<file path="config.mk">
export PLATFORM = sky130hd
export DESIGN_NAME = vfd_dma_addr
export DESIGN_NICKNAME = d
export VERILOG_FILES = /design/src/rtl/vfd_pkg.sv /design/src/rtl/vfd_ptr_step.sv /design/src/rtl/vfd_dma_addr.sv
export SDC_FILE = /design/constraint.sdc
export NUM_CORES = 1
export LEC_CHECK = 0
export BUFFER_PORTS_ARGS = -buffer_cell sky130_fd_sc_hd__buf_2
export CAP_MARGIN = 20
export CORE_MARGIN = 5
export CORE_UTILIZATION = 40
export DETAILED_ROUTE_END_ITERATION = 8
export GPL_TIMING_DRIVEN = 0
export PLACE_DENSITY = 0.6
export SYNTH_ARGS = -nofsm -noshare
export SYNTH_HDL_FRONTEND = slang
export SYNTH_HIERARCHICAL = 1
export SYNTH_SLANG_ARGS = --single-unit
</file>
<file path="constraint.sdc">
create_clock -name mclk -period 2.52 [get_ports mclk]
set_input_delay 0.63 -clock mclk [delete_from_list [all_inputs] [get_ports mclk]]
set_output_delay 0.63 -clock mclk [all_outputs]
set_load 0.1 [all_outputs]
</file>
<file path="src/rtl/vfd_pkg.sv">
// Package for the video frame DMA address block
package vfd_pkg;
	localparam int ADDR_W = 12;
	localparam logic [11:0] OFS_CUR_A = 12'h1D0;
	localparam logic [11:0] OFS_END = 12'h1D4;
	localparam logic [11:0] OFS_START = 12'h1D8;
	localparam logic [11:0] OFS_INIT_A = 12'h1DC;
	localparam logic [11:0] OFS_CTRL = 12'h1E0;
	localparam logic [11:0] OFS_CUR_B = 12'h1C8;
	localparam logic [11:0] OFS_INIT_B = 12'h1E8;
	localparam int PTR_HI = 28;
	localparam int PTR_LO = 4;
	localparam int END_HI = 23;
	localparam int INIT_LAST_BIT = 30;
	localparam int INIT_EQ_BIT = 29;
	localparam int CTRL_DUAL_BIT = 7;
	localparam int CTRL_DRAM_BIT = 6;
	localparam int CTRL_EN_BIT = 5;
	localparam logic [4:0] CTRL_XFER_CODE = 5'h10;
	localparam logic [24:0] PTR_RESET = 25'h0000000;
	localparam logic CTRL_RESET = 1'h0;

	typedef logic [24:0] vfd_qaddr_t;

	typedef struct packed {
		logic [11:0] addr;
		logic [31:0] wdata;
		logic wr;
		logic rd;
	} vfd_bus_req_t;

	typedef struct packed {
		logic valid;
		vfd_qaddr_t addr;
		logic lower;
	} vfd_fetch_t;
endpackage

</file>
<file path="src/rtl/vfd_ptr_step.sv">
// Next-fetch pointer with wrap from end to start
`timescale 1ns/1ns
module vfd_ptr_step (
	// Pointer in
	input wire vfd_pkg::vfd_qaddr_t cur,
	input wire vfd_pkg::vfd_qaddr_t endPtr,
	input wire vfd_pkg::vfd_qaddr_t startPtr,
	// Pointer out
	output vfd_pkg::vfd_qaddr_t nextPtr,
	output logic atEnd
);
	// End register only covers address bits 23:4
	assign atEnd = (cur[19:0] == endPtr[19:0]) && (cur[24:20] == 5'h00);
	assign nextPtr = atEnd ? startPtr : vfd_pkg::vfd_qaddr_t'(cur + 25'h0000001);
endmodule // vfd_ptr_step

</file>
<file path="src/rtl/vfd_dma_addr.sv">
// Video frame DMA address generator with register port
//
// Overview of operation
// - Current-A pointer holds bits 28:4 as live fetch address, low bits zero.
// - End register holds bits 23:4, address of last frame qword.
// - Start register holds bits 28:4, first qword of frame buffer.
// - All address registers drop written bits 3:0, read them as zero.
// - Initial-A bit 30 is last flag, stored as written whatever the end value, reads back.
// - Initial-A read gives comparator equality in bit 29, zero in bit 31.
// - Each frame starts at initial register, giving hardware scroll.
// - Single panel and CRT use only the A pointer set.
// - Control bit 7 selects dual-panel mode, reads back.
// - Control bit 5 enables video and cursor DMA, reads back.
// - During flyback each initial value is copied into its current pointer.
// - Dual-panel mode uses second current pointer for the lower panel.
`timescale 1ns/1ns
module vfd_dma_addr (
	// Clock and reset
	input wire logic mclk,
	input wire logic srst,
	// Register port
	input wire logic [11:0] regAddr,
	input wire logic [31:0] regWdata,
	input wire logic regWr,
	input wire logic regRd,
	output logic [31:0] regRdata,
	// Display pipeline
	input wire logic flyback,
	input wire logic fetchDone,
	input wire logic fetchLower,
	// Memory controller side
	output vfd_pkg::vfd_fetch_t fetchReq,
	output logic dmaEnable,
	output logic dualPanel
);
	typedef enum logic [1:0] {ST_IDLE, ST_FLYBACK, ST_ACTIVE} vfd_phase_t;

	typedef struct packed {
		vfd_pkg::vfd_qaddr_t curA;
		vfd_pkg::vfd_qaddr_t curB;
		logic [19:0] endPtr;
		vfd_pkg::vfd_qaddr_t startPtr;
		vfd_pkg::vfd_qaddr_t initA;
		logic lastA;
		vfd_pkg::vfd_qaddr_t initB;
		logic lastB;
		logic dual;
		logic en;
		logic [31:0] rdata;
		vfd_pkg::vfd_fetch_t fetch;
		vfd_phase_t phase;
	} vfd_state_t;

	vfd_state_t st_r;
	vfd_state_t st_nxt;
	vfd_pkg::vfd_bus_req_t req;
	vfd_pkg::vfd_qaddr_t endFull;
	vfd_pkg::vfd_qaddr_t nxtA;
	vfd_pkg::vfd_qaddr_t nxtB;
	logic endA;
	logic endB;
	logic eqA;
	logic eqB;

	function automatic vfd_pkg::vfd_qaddr_t qword(input logic [31:0] d);
		qword = d[vfd_pkg::PTR_HI:vfd_pkg::PTR_LO];
	endfunction

	function automatic logic [31:0] ptrWord(input vfd_pkg::vfd_qaddr_t p);
		ptrWord = {3'h0, p, 4'h0};
	endfunction

	assign req = '{addr: regAddr, wdata: regWdata, wr: regWr, rd: regRd};
	assign endFull = {5'h00, st_r.endPtr};
	assign eqA = (st_r.initA == endFull);
	assign eqB = (st_r.initB == endFull);

	////////////////////////////////////////////////////////////////////
	// Wrap logic for each panel pointer
	vfd_ptr_step uStepA (
		.cur(st_r.curA),
		.endPtr(endFull),
		.startPtr(st_r.startPtr),
		.nextPtr(nxtA),
		.atEnd(endA)
	);

	vfd_ptr_step uStepB (
		.cur(st_r.curB),
		.endPtr(endFull),
		.startPtr(st_r.startPtr),
		.nextPtr(nxtB),
		.atEnd(endB)
	);

	////////////////////////////////////////////////////////////////////
	// Next state
	always_comb begin
		st_nxt = st_r;
		st_nxt.rdata = 32'h00000000;
		if (req.wr) begin
			case (req.addr)
				vfd_pkg::OFS_CUR_A: st_nxt.curA = qword(req.wdata);
				vfd_pkg::OFS_CUR_B: st_nxt.curB = qword(req.wdata);
				vfd_pkg::OFS_END: st_nxt.endPtr = req.wdata[vfd_pkg::END_HI:vfd_pkg::PTR_LO];
				vfd_pkg::OFS_START: st_nxt.startPtr = qword(req.wdata);
				vfd_pkg::OFS_INIT_A: begin
					st_nxt.initA = qword(req.wdata);
					st_nxt.lastA = req.wdata[vfd_pkg::INIT_LAST_BIT];
				end
				vfd_pkg::OFS_INIT_B: begin
					st_nxt.initB = qword(req.wdata);
					st_nxt.lastB = req.wdata[vfd_pkg::INIT_LAST_BIT];
				end
				vfd_pkg::OFS_CTRL: begin
					st_nxt.dual = req.wdata[vfd_pkg::CTRL_DUAL_BIT];
					st_nxt.en = req.wdata[vfd_pkg::CTRL_EN_BIT];
				end
				default: ;
			endcase
		end
		if (req.rd) begin
			case (req.addr)
				vfd_pkg::OFS_CUR_A: st_nxt.rdata = ptrWord(st_r.curA);
				vfd_pkg::OFS_CUR_B: st_nxt.rdata = ptrWord(st_r.curB);
				vfd_pkg::OFS_END: st_nxt.rdata = {8'h00, st_r.endPtr, 4'h0};
				vfd_pkg::OFS_START: st_nxt.rdata = ptrWord(st_r.startPtr);
				// Bit 31 zero, bit 29 live comparator
				vfd_pkg::OFS_INIT_A: st_nxt.rdata = {1'b0, st_r.lastA, eqA, st_r.initA, 4'h0};
				vfd_pkg::OFS_INIT_B: st_nxt.rdata = {1'b0, st_r.lastB, eqB, st_r.initB, 4'h0};
				vfd_pkg::OFS_CTRL: st_nxt.rdata = {24'h000000, st_r.dual, 1'b1, st_r.en,
					vfd_pkg::CTRL_XFER_CODE};
				default: st_nxt.rdata = 32'h00000000;
			endcase
		end
		st_nxt.fetch.valid = 1'b0;
		case (st_r.phase)
			ST_IDLE: begin
				if (st_r.en && flyback) begin
					st_nxt.phase = ST_FLYBACK;
				end
			end
			ST_FLYBACK: begin
				st_nxt.curA = st_r.initA;
				st_nxt.curB = st_r.initB;
				if (!flyback) begin
					st_nxt.phase = st_r.en ? ST_ACTIVE : ST_IDLE;
				end
			end
			ST_ACTIVE: begin
				if (!st_r.en) begin
					st_nxt.phase = ST_IDLE;
				end else if (flyback) begin
					st_nxt.phase = ST_FLYBACK;
				end else if (fetchDone) begin
					// Lower panel pointer only in dual mode
					if (st_r.dual && fetchLower) begin
						st_nxt.curB = nxtB;
					end else begin
						st_nxt.curA = nxtA;
					end
				end
			end
			default: st_nxt.phase = ST_IDLE;
		endcase
		if (st_r.phase == ST_ACTIVE && st_r.en) begin
			st_nxt.fetch.valid = 1'b1;
			st_nxt.fetch.lower = st_r.dual && fetchLower;
			st_nxt.fetch.addr = st_nxt.fetch.lower ? st_nxt.curB : st_nxt.curA;
		end
	end

	always_ff @(posedge mclk) begin
		if (srst) begin
			st_r <= '0;
			st_r.dual <= vfd_pkg::CTRL_RESET;
			st_r.en <= vfd_pkg::CTRL_RESET;
			st_r.phase <= ST_IDLE;
		end else begin
			st_r <= st_nxt;
		end
	end

	always_ff @(posedge mclk) begin
		if (srst) begin
			regRdata <= 32'h00000000;
			fetchReq <= '0;
			dmaEnable <= 1'b0;
			dualPanel <= 1'b0;
		end else begin
			regRdata <= st_nxt.rdata;
			fetchReq <= st_nxt.fetch;
			dmaEnable <= st_nxt.en;
			dualPanel <= st_nxt.dual;
		end
	end

	////////////////////////////////////////////////////////////////////
	// Checks
	// Register writes
	AST_CUR_WRITE: assert property (@(posedge mclk) disable iff (srst)
		regWr && regAddr == vfd_pkg::OFS_CUR_A && st_r.phase == ST_IDLE
		|=> st_r.curA == $past(regWdata[28:4]))
		else $error("current pointer write lost");
	AST_END_WRITE: assert property (@(posedge mclk) disable iff (srst)
		regWr && regAddr == vfd_pkg::OFS_END |=> st_r.endPtr == $past(regWdata[23:4]))
		else $error("end pointer write lost");
	AST_START_WRITE: assert property (@(posedge mclk) disable iff (srst)
		regWr && regAddr == vfd_pkg::OFS_START |=> st_r.startPtr == $past(regWdata[28:4]))
		else $error("start pointer write lost");
	AST_INIT_WRITE: assert property (@(posedge mclk) disable iff (srst)
		regWr && regAddr == vfd_pkg::OFS_INIT_A |=> st_r.initA == $past(regWdata[28:4])
		&& st_r.lastA == $past(regWdata[30]))
		else $error("initial register write lost");
	AST_CTRL_WRITE: assert property (@(posedge mclk) disable iff (srst)
		regWr && regAddr == vfd_pkg::OFS_CTRL |=> dualPanel == $past(regWdata[7])
		&& dmaEnable == $past(regWdata[5]))
		else $error("control write lost");

	// Register readback
	AST_CTRL_READ: assert property (@(posedge mclk) disable iff (srst)
		regRd && regAddr == vfd_pkg::OFS_CTRL |=> regRdata == {24'h000000,
		$past(st_r.dual), 1'b1, $past(st_r.en), vfd_pkg::CTRL_XFER_CODE})
		else $error("control readback wrong");
	AST_LOW_ZERO: assert property (@(posedge mclk) disable iff (srst)
		$past(regRd) |-> regRdata[3:0] == 4'h0)
		else $error("low address bits not zero");
	AST_CUR_READ: assert property (@(posedge mclk) disable iff (srst)
		regRd && regAddr == vfd_pkg::OFS_CUR_A |=> regRdata == {3'h0, $past(st_r.curA), 4'h0})
		else $error("current pointer readback wrong");
	AST_END_READ: assert property (@(posedge mclk) disable iff (srst)
		regRd && regAddr == vfd_pkg::OFS_END |=> regRdata[23:0] == {$past(st_r.endPtr), 4'h0})
		else $error("end pointer readback wrong");
	AST_START_READ: assert property (@(posedge mclk) disable iff (srst)
		regRd && regAddr == vfd_pkg::OFS_START
		|=> regRdata[28:0] == {$past(st_r.startPtr), 4'h0})
		else $error("start pointer readback wrong");
	AST_INIT_READ: assert property (@(posedge mclk) disable iff (srst)
		regRd && regAddr == vfd_pkg::OFS_INIT_A |=> !regRdata[31] &&
		regRdata[29] == $past(eqA) && regRdata[30] == $past(st_r.lastA))
		else $error("initial register readback wrong");
	AST_EQ_LIVE: assert property (@(posedge mclk) disable iff (srst)
		regRd && regAddr == vfd_pkg::OFS_INIT_A |=> regRdata[29] ==
		($past(st_r.initA) == {5'h00, $past(st_r.endPtr)}))
		else $error("equal bit does not follow comparison");

	// Phase control
	AST_FLYBACK_ENTER: assert property (@(posedge mclk) disable iff (srst)
		st_r.phase == ST_IDLE && st_r.en && flyback |=> st_r.phase == ST_FLYBACK)
		else $error("flyback not entered");
	AST_FLYBACK_LOAD: assert property (@(posedge mclk) disable iff (srst)
		st_r.phase == ST_FLYBACK && !(regWr && regAddr == vfd_pkg::OFS_INIT_A)
		|=> st_r.curA == $past(st_r.initA))
		else $error("flyback reload missing");
	AST_FLYBACK_LOAD_B: assert property (@(posedge mclk) disable iff (srst)
		st_r.phase == ST_FLYBACK |=> st_r.curB == $past(st_r.initB))
		else $error("lower flyback reload missing");
	AST_EN_OFF: assert property (@(posedge mclk) disable iff (srst)
		st_r.phase == ST_ACTIVE && !st_r.en |=> st_r.phase == ST_IDLE)
		else $error("fetching kept going after disable");
	AST_IDLE_HOLD: assert property (@(posedge mclk) disable iff (srst)
		st_r.phase == ST_IDLE && !regWr |=> st_r.curA == $past(st_r.curA))
		else $error("pointer moved while idle");
	AST_NO_FETCH_IDLE: assert property (@(posedge mclk) disable iff (srst)
		st_r.phase != ST_ACTIVE |=> !fetchReq.valid)
		else $error("fetch outside active phase");
	AST_DISABLED: assert property (@(posedge mclk) disable iff (srst)
		!dmaEnable |-> ##1 (!fetchReq.valid)[*2])
		else $error("fetch while disabled");
	AST_RESET: assert property (@(posedge mclk) disable iff (srst)
		$past(srst) |-> !dmaEnable && !dualPanel)
		else $error("control not cleared by reset");

	// Pointer stepping
	AST_STEP: assert property (@(posedge mclk) disable iff (srst)
		st_r.phase == ST_ACTIVE && st_r.en && !flyback && fetchDone && !(st_r.dual && fetchLower)
		&& !endA && !regWr |=> st_r.curA == $past(st_r.curA) + 25'h1)
		else $error("pointer did not step");
	AST_WRAP: assert property (@(posedge mclk) disable iff (srst)
		st_r.phase == ST_ACTIVE && st_r.en && !flyback && fetchDone && !(st_r.dual && fetchLower)
		&& endA && !regWr |=> st_r.curA == $past(st_r.startPtr))
		else $error("pointer did not wrap");
	AST_LOWER: assert property (@(posedge mclk) disable iff (srst)
		st_r.phase == ST_ACTIVE && st_r.en && st_r.dual && !flyback && fetchDone && fetchLower
		&& !regWr |=> st_r.curA == $past(st_r.curA))
		else $error("upper pointer moved on lower fetch");
	AST_LOWER_IGNORED: assert property (@(posedge mclk) disable iff (srst)
		st_r.phase == ST_ACTIVE && st_r.en && !st_r.dual && !flyback && fetchDone && fetchLower
		&& !endA && !regWr |=> st_r.curA == $past(st_r.curA) + 25'h1
		&& st_r.curB == $past(st_r.curB))
		else $error("lower select used in single panel mode");
	AST_STEP_B: assert property (@(posedge mclk) disable iff (srst)
		st_r.phase == ST_ACTIVE && st_r.en && st_r.dual && !flyback && fetchDone && fetchLower
		&& !endB && !regWr |=> st_r.curB == $past(st_r.curB) + 25'h1)
		else $error("lower pointer did not step");
	AST_FETCH_ADDR: assert property (@(posedge mclk) disable iff (srst)
		fetchReq.valid && !fetchReq.lower |-> fetchReq.addr == st_r.curA)
		else $error("upper fetch address wrong");
	AST_FETCH_LOWER: assert property (@(posedge mclk) disable iff (srst)
		fetchReq.valid && fetchReq.lower |-> fetchReq.addr == st_r.curB && $past(st_r.dual))
		else $error("lower fetch address wrong");

	////////////////////////////////////////////////////////////////////
	// Coverage
	COV_WRAP: cover property (@(posedge mclk) st_r.phase == ST_ACTIVE && fetchDone && endA);
	COV_FLYBACK: cover property (@(posedge mclk) st_r.phase == ST_FLYBACK ##1 st_r.phase == ST_ACTIVE);
	COV_DUAL: cover property (@(posedge mclk) fetchReq.valid && fetchReq.lower);
	COV_DISABLE: cover property (@(posedge mclk) st_r.phase == ST_ACTIVE ##1 st_r.phase == ST_IDLE);
	COV_EQUAL: cover property (@(posedge mclk) regRd && regAddr == vfd_pkg::OFS_INIT_A && eqA);
endmodule // vfd_dma_addr

</file>
==> results of run 1 <==
==> state kept, by name, indices dropped and copies added, names as in the netlist <==
register   flops
dualPanel      1
fetchReq      27
dmaEnable      1
regRdata      27
endFull       20
st_r         129
==> cell usage after synthesis (3+ instances only) <==
master / number / share of area, %
clkbuf_1: 78 / 2.5
a221oi_1: 8 / 0.60
nand4_1: 25 / 1.3
nand2_1: 259 / 8.3
xor2_1: 49 / 3.7
a22o_1: 11 / 0.82
or3_1: 4 / 0.21
nor2b_1: 10 / 0.53
dfxtp_1: 205 / 35
a21o_1: 8 / 0.51
mux2i_1: 66 / 5.6
ha_1: 6 / 0.64
nand2b_1: 3 / 0.16
buf_1: 5 / 0.16
buf_4: 32 / 2.0
nor2_1: 69 / 2.2
o21ai_0: 5 / 0.21
and3_1: 5 / 0.27
nand3b_1: 3 / 0.19
a22oi_1: 63 / 4.0
and2_1: 10 / 0.53
o32ai_1: 7 / 0.52
nand3_1: 17 / 0.73
and4_1: 12 / 0.90
a211oi_1: 8 / 0.51
buf_2: 7 / 0.30
a222oi_1: 13 / 1.1
nor3b_1: 18 / 1.2
xnor2_1: 52 / 3.9
nor4_1: 14 / 0.75
a31oi_1: 18 / 0.96
nor3_1: 9 / 0.38
mux2_2: 21 / 2.0
mux2_4: 28 / 3.6
inv_1: 26 / 0.83
a21oi_1: 114 / 4.9
a221o_1: 20 / 1.7
o22ai_1: 42 / 2.2
==> power groups by stage <==
stage               Sequential (mW)  Combinational, mW  Clock (mW)
detailed placement             3.31              0.375           0
global route                   3.23              0.433        3.88
global placement               3.31              0.374           0
finish                         3.23              0.423        3.72
floorplan                      3.31              0.188           0
CTS                            3.24              0.395        3.74
==> area by class of cell <==
| class | count | area share (%) |
|---|---|---|
| Inverter | 26 | 0.6588 |
| Clock inverter | 12 | 0.9797 |
| Buffer | 118 | 4.611 |
| Multi-Input combinational cell | 1041 | 51.43 |
| Sequential cell | 205 | 28.24 |
| Clock buffer | 32 | 4.603 |
| Tap cell | 384 | 3.243 |
| Timing Repair Buffer | 141 | 6.233 |
==> cells by family after synthesis <==
family                     Yosys count  synth area share, %
other                                1              0.03198
adders and majority gates            6               0.6403
xor gates and xnor gates           101                7.545
buffers and inverters              152                6.435
AOI/OAI and AO/OA                  327                18.92
and+or+nand+nor                    487                20.19
muxes                              115                11.24
DFF                                205                35.00
==> per-stage QoR <==
step	area (µm²)	power, mW
floorplan	11770	3.502
global placement	12750	3.688
detailed placement	12750	3.690
CTS	14280	7.377
global route	14810	7.547
finish	14810	7.376
==> worst reg2reg max path: stages (launching register included) <==
cell and delay, ps:
dfxtp_2 450, xor2_1 120, nor4_2 440, nand4_4 190
nor3_4 190, buf_12 150, buf_12 120, buf_12 120
mux2_4 300, a22oi_2 140, o22ai_2 120, a221o_1 310
==> metal layers <==
layer	up-vias	track usage, %
met3	185	6.234
met5	-	0
met1	5850	39.00
li1	5323	-
met2	706	46.42
met4	0	13.78
==> worst max-delay path by stage <==
| stage | endpoint | slack (ps) | cells past startpoint | from |
|---|---|---|---|---|
| final | fetchReq[20] | -240 | 11 | st_r[175] |
| after detailed placement | regRdata[5] | -990 | 7 | regAddr[9] |
| after global routing | fetchReq[8] | -320 | 10 | st_r[180] |
| after floorplan | regRdata[29] | -110 | 8 | regAddr[9] |
| after global placement | regRdata[19] | -1260 | 7 | regAddr[9] |
| after CTS | fetchReq[8] | -270 | 10 | st_r[180] |
==> repair_timing <==
item	in CTS	in global routing
gates cloned	0	2
resized for setup	130	111
endpoints found under the setup margin	137	142
setup buffers	26	13
pin swaps	40	46
==> results.json, run 1 <==
{
  "fin_setup_tns_ps": -4969,
  "syn_area_um2": 11720,
  "placedCellCount": 1883,
  "yosysUniqueCellTypes": 65,
  "fin_cells": 1959,
  "clkPwrFrac_pct": 50.4,
  "cp_common_cell": "buf_12",
  "final.setup.worst_slack_ps": -244.9,
  "power_frac_seq_pct": 43.9,
  "vias": 12064,
  "r2r_start": "st_r[175]",
  "drt-initial-drc-count": 1489,
  "hold-path-cell-count": 3,
  "hold_buffers": 0,
  "dp_slack_ps": -991.0,
  "cp.arrival_ps": 3180,
  "path_delay_family": "simple AND/OR/NAND/NOR gates",
  "period_minus_slack_ps": 2765,
  "ios": 112,
  "drcViolationCount": 0,
  "clk_pin_slew_ps": 60,
  "final_cell_mix": "nand2_1 (259), dfxtp_1 (157), buf_2 (109), a21oi_1 (107), mux2i_1 (65)",
  "post_drt_via_cell_ratio": 6.158,
  "cts_max_level": 1,
  "avgRoutedWirePerCell_um": 26.62,
  "criticalPathCategory": "reg2reg",
  "r2r.worst_path.cells": 11,
  "routed_wl_um": 52150,
  "hp-start": "regWdata[30]",
  "fin_util_pct": 51.34,
  "power.leakage_nw": 5.982,
  "fin_crit_sh_pct": 109.7,
  "cts.sinks": 205,
  "met2WireLength_um": 22910,
  "drv_cap": 0,
  "setup_violations": 35,
  "cts-root-buf": "clkbuf_16",
  "port_buffers": 100,
  "cp_num_buf_inv": 3,
  "synth_edf_count": 0,
  "yosys_warnings": 6,
  "pwr-share-comb_pct": 5.7,
  "violations": "negative setup slack",
  "cp-end-kind": "register",
  "grt_pass1_wl_um": 74310,
  "crit_path_start_kind": "register",
  "finalHoldViolCount": 0,
  "top_layer": "met4",
  "wl_met3_um": 4733,
  "swShare_pct": 24.92,
  "syn_to_final_growth_pct": 26.35,
  "cts_buffer_depth": 3,
  "fin_nets": 1614,
  "fin_hold_ws_ps": 361.5,
  "finClkSkew_ps": 10.83,
  "path_max_fanout": 8,
  "avgSynthCellArea_um2": 8.411,
  "num_antenna_cells": 0,
  "switching_power_mw": 1.838,
  "first_pass_iters": 6,
  "insertion_delay_ps": 540,
  "status": "finished with violations",
  "dieArea_um2": 32840,
  "synth-seq-cells": 205,
  "fmax_mhz": 361.7,
  "layout-drive-gt1-share_pct": 29.90,
  "synthCells": 1394,
  "p_int_mw": 5.538,
  "async_flop_share_pct": 0,
  "path_cells": "xor2_1 > nor4_2 > nand4_4 > nor3_4 > buf_12 > buf_12 > buf_12 > mux2_4 > a22oi_2 > o22ai_2 > a221o_1",
  "dp_hpwl_um": 39280,
  "coreArea_um2": 28860,
  "p_per_area_nw_per_um2": 497.9,
  "mostFrequentLayoutCell": "nand2_1",
  "die_h_um": 181.2,
  "first_global_vias": 11176,
  "tightest_slew_ps": 847.9,
  "relSlewSlack_pct": 43.47,
  "rows": 62,
  "synthFlopType": "dfxtp_1",
  "slew_viol_final": 0,
  "m1WireLength_um": 21250,
  "die_w_um": 181.2,
  "r2r_slack_ps": -240,
  "vdd_ir_drop_max_v": 0.0003839,
  "crit_path_max_incr_delay_ps": 450,
  "place_congestion": 1.002,
  "slowest_stage": "dfxtp_2",
  "cts_tree": "built",
  "rsz0062_at_grt": "true",
  "min_to": "st_r[89]",
  "cts-buffers-inserted": 24,
  "initial_core_util_pct": 40.63,
  "grt.overflow.total": 0,
  "seq_area_um2": 4184,
  "antenna_found_initial": 0,
  "grt_max_degree": 14,
  "ant_nets": 0,
  "cp.required_ps": 2940,
  "fillers": 2819,
  "ys_seq_area_share_pct": 35.00,
  "hold_path.class": "in2reg",
  "track_usage_pct": 29.59,
  "r2r_end": "fetchReq[20]",
  "multiInputGateArea_um2": 7619
}
Note: power is estimated with default switching activity, not from simulation.
==> run 2, diff against run 1 <==
SETUP_SLACK_MARGIN = 0.4   (was not set)
==> results.json, run 2 (synthesis results as in run 1) <==
{
  "status": "finished with violations",
  "violations": "negative setup slack",
  "pwr-share-comb_pct": 6.1,
  "port_buffers": 100,
  "largest-register": "st_r",
  "cp.required_ps": 2950,
  "cp_num_buf_inv": 2,
  "period_minus_slack_ps": 2696,
  "dieArea_um2": 32840,
  "final.setup.worst_slack_ps": -176.5,
  "fin_nets": 1646,
  "multiInputGateArea_um2": 8035,
  "num_antenna_cells": 0,
  "r2r_start": "endFull[17]",
  "cp_common_cell": "buf_12",
  "met2WireLength_um": 23690,
  "r2r_slack_ps": -180,
  "cp-startpoint": "endFull[17]",
  "place_congestion": 0.9903,
  "switching_power_mw": 1.873,
  "fin_crit_sh_pct": 107.0,
  "avgRoutedWirePerCell_um": 26.83,
  "mostFrequentLayoutCell": "nand2_1",
  "p_per_area_nw_per_um2": 486.5,
  "r2r.worst_path.cells": 10,
  "vias": 12322,
  "first_global_vias": 11586,
  "hold-path-cell-count": 3,
  "largest_register_ffs": 129,
  "die_h_um": 181.2,
  "grt_max_degree": 13,
  "p_int_mw": 5.789,
  "ios": 112,
  "first_pass_iters": 6,
  "dp_slack_ps": -944.4,
  "tightest_slew_ps": 857.7,
  "setup_violations": 25,
  "finClkSkew_ps": 15.10,
  "hold_path.class": "in2reg",
  "path_delay_family": "simple AND/OR/NAND/NOR gates",
  "cts.sinks": 205,
  "finalHoldViolCount": 0,
  "path_cells": "xor2_1 > nor4_2 > nand4_4 > nor3_4 > buf_12 > buf_12 > mux2_4 > a22oi_2 > o22ai_2 > a221o_1",
  "layout-drive-gt1-share_pct": 37.11,
  "post_drt_via_cell_ratio": 6.192,
  "top_layer": "met4",
  "crit_path_max_incr_delay_ps": 480,
  "antenna_found_initial": 0,
  "clkPwrFrac_pct": 51.8,
  "cp-end-kind": "register",
  "vdd_ir_drop_max_v": 0.0004465,
  "swShare_pct": 24.44,
  "clk_pin_slew_ps": 60,
  "fin_cells": 1990,
  "hold_buffers": 0,
  "track_usage_pct": 30.35,
  "final_cell_mix": "nand2_1 (253), dfxtp_1 (152), buf_2 (106), a21oi_1 (103), buf_4 (81)",
  "drt-initial-drc-count": 1633,
  "hp-start": "regWdata[30]",
  "initial_core_util_pct": 40.63,
  "placedCellCount": 1882,
  "drcViolationCount": 0,
  "seq_area_um2": 4205,
  "power_frac_seq_pct": 42.1,
  "min_to": "st_r[63]",
  "cp.arrival_ps": 3120,
  "slew_viol_final": 0,
  "cts_max_level": 1,
  "slowest_stage": "dfxtp_2",
  "cts_tree": "built",
  "relSlewSlack_pct": 42.82,
  "cts_buffer_depth": 3,
  "power.leakage_nw": 6.384,
  "grt_pass1_wl_um": 76330,
  "wl_met3_um": 5053,
  "m1WireLength_um": 21470,
  "crit_path_start_kind": "register",
  "dp_hpwl_um": 39280,
  "largest_registers": "st_r (129), fetchReq (27), regRdata (27)",
  "rsz0062_at_grt": "true",
  "fillers": 2684,
  "r2r_end": "fetchReq[16]",
  "routed_wl_um": 53400,
  "drv_cap": 0,
  "path_max_fanout": 10,
  "grt.overflow.total": 0,
  "die_w_um": 181.2,
  "coreArea_um2": 28860,
  "insertion_delay_ps": 550,
  "syn_to_final_growth_pct": 34.32,
  "criticalPathCategory": "reg2reg",
  "cts-buffers-inserted": 25,
  "fmax_mhz": 370.9,
  "rows": 62,
  "ant_nets": 0,
  "cts-root-buf": "clkbuf_16"
}
==> run 2: cell count changes in the layout (fill, tap and decap cells not counted), sizes merged <==
cell / delta
clkinv: -1
clkbuf: -9
buf: +39
bufinv: +2
==> run 2: power groups by stage <==
stage | Clock (mW) | Sequential [mW] | Combinational (mW)
5_1_grt | 4.10 | 3.23 | 0.483
2_1_floorplan | 0 | 3.31 | 0.195
6_report | 3.97 | 3.23 | 0.467
3_5_place_dp | 0 | 3.31 | 0.386
3_3_place_gp | 0 | 3.31 | 0.385
4_1_cts | 3.99 | 3.24 | 0.430
==> run 2: area by class of cell <==
class | instances | share of cell area [%]
inverters | 26 | 0.6197
repair buffers | 164 | 7.277
multi-input cells | 1041 | 51.02
clock inverters | 13 | 1.295
clock buffers | 31 | 4.370
plain buffers | 126 | 5.665
well taps | 384 | 3.051
flip-flops and latches | 205 | 26.70
==> run 2: worst register-to-register path: cells and delay by family, from the launching register on <==
family / cells / cell delay (ps)
simple gates: 3 / 740
compound gates: 3 / 620
flops: 1 / 480
buf+inv: 2 / 320
mux: 1 / 310
xor+xnor: 1 / 130
==> run 2: through the flow <==
| stage | TNS, ps | area (µm²) | total power, mW | hold slack [ps] | utilization (%) |
|---|---|---|---|---|---|
| global placement | -71800 | 12910 | 3.699 | 446.7 | 44.74 |
| global route | -4045 | 15750 | 7.814 | 371.5 | 54.57 |
| CTS | -3983 | 15050 | 7.655 | 344.1 | 52.14 |
| detailed placement | -72790 | 12910 | 3.700 | 455.1 | 44.74 |
| finish | -2763 | 15750 | 7.662 | 361.4 | 54.57 |
| floorplan | -1023 | 11930 | 3.509 | 431.5 | - |
==> run 2: metal layers <==
metal / global-route usage, % / up-vias
met5: 0 / -
met2: 48.28 / 773
li1: - / 5393
met4: 13.63 / 0
met3: 5.651 / 176
met1: 40.13 / 5980
==> run 2: worst max-delay path by stage <==
stage,end,cells after the start
after floorplan,regRdata[29],8
after global placement,regRdata[19],9
after detailed placement,regRdata[19],9
after CTS,fetchReq[9],10
after global routing,fetchReq[13],10
final,fetchReq[16],10
==> run 2: what timing repair did <==
action / CTS / global route
setup buffers: 44 / 18
cloned: 0 / 2
endpoints found under the hold margin: 0 / 0
endpoints found under the setup margin: 128 / 186
pin swaps: 60 / 55
gates resized for setup: 217 / 156
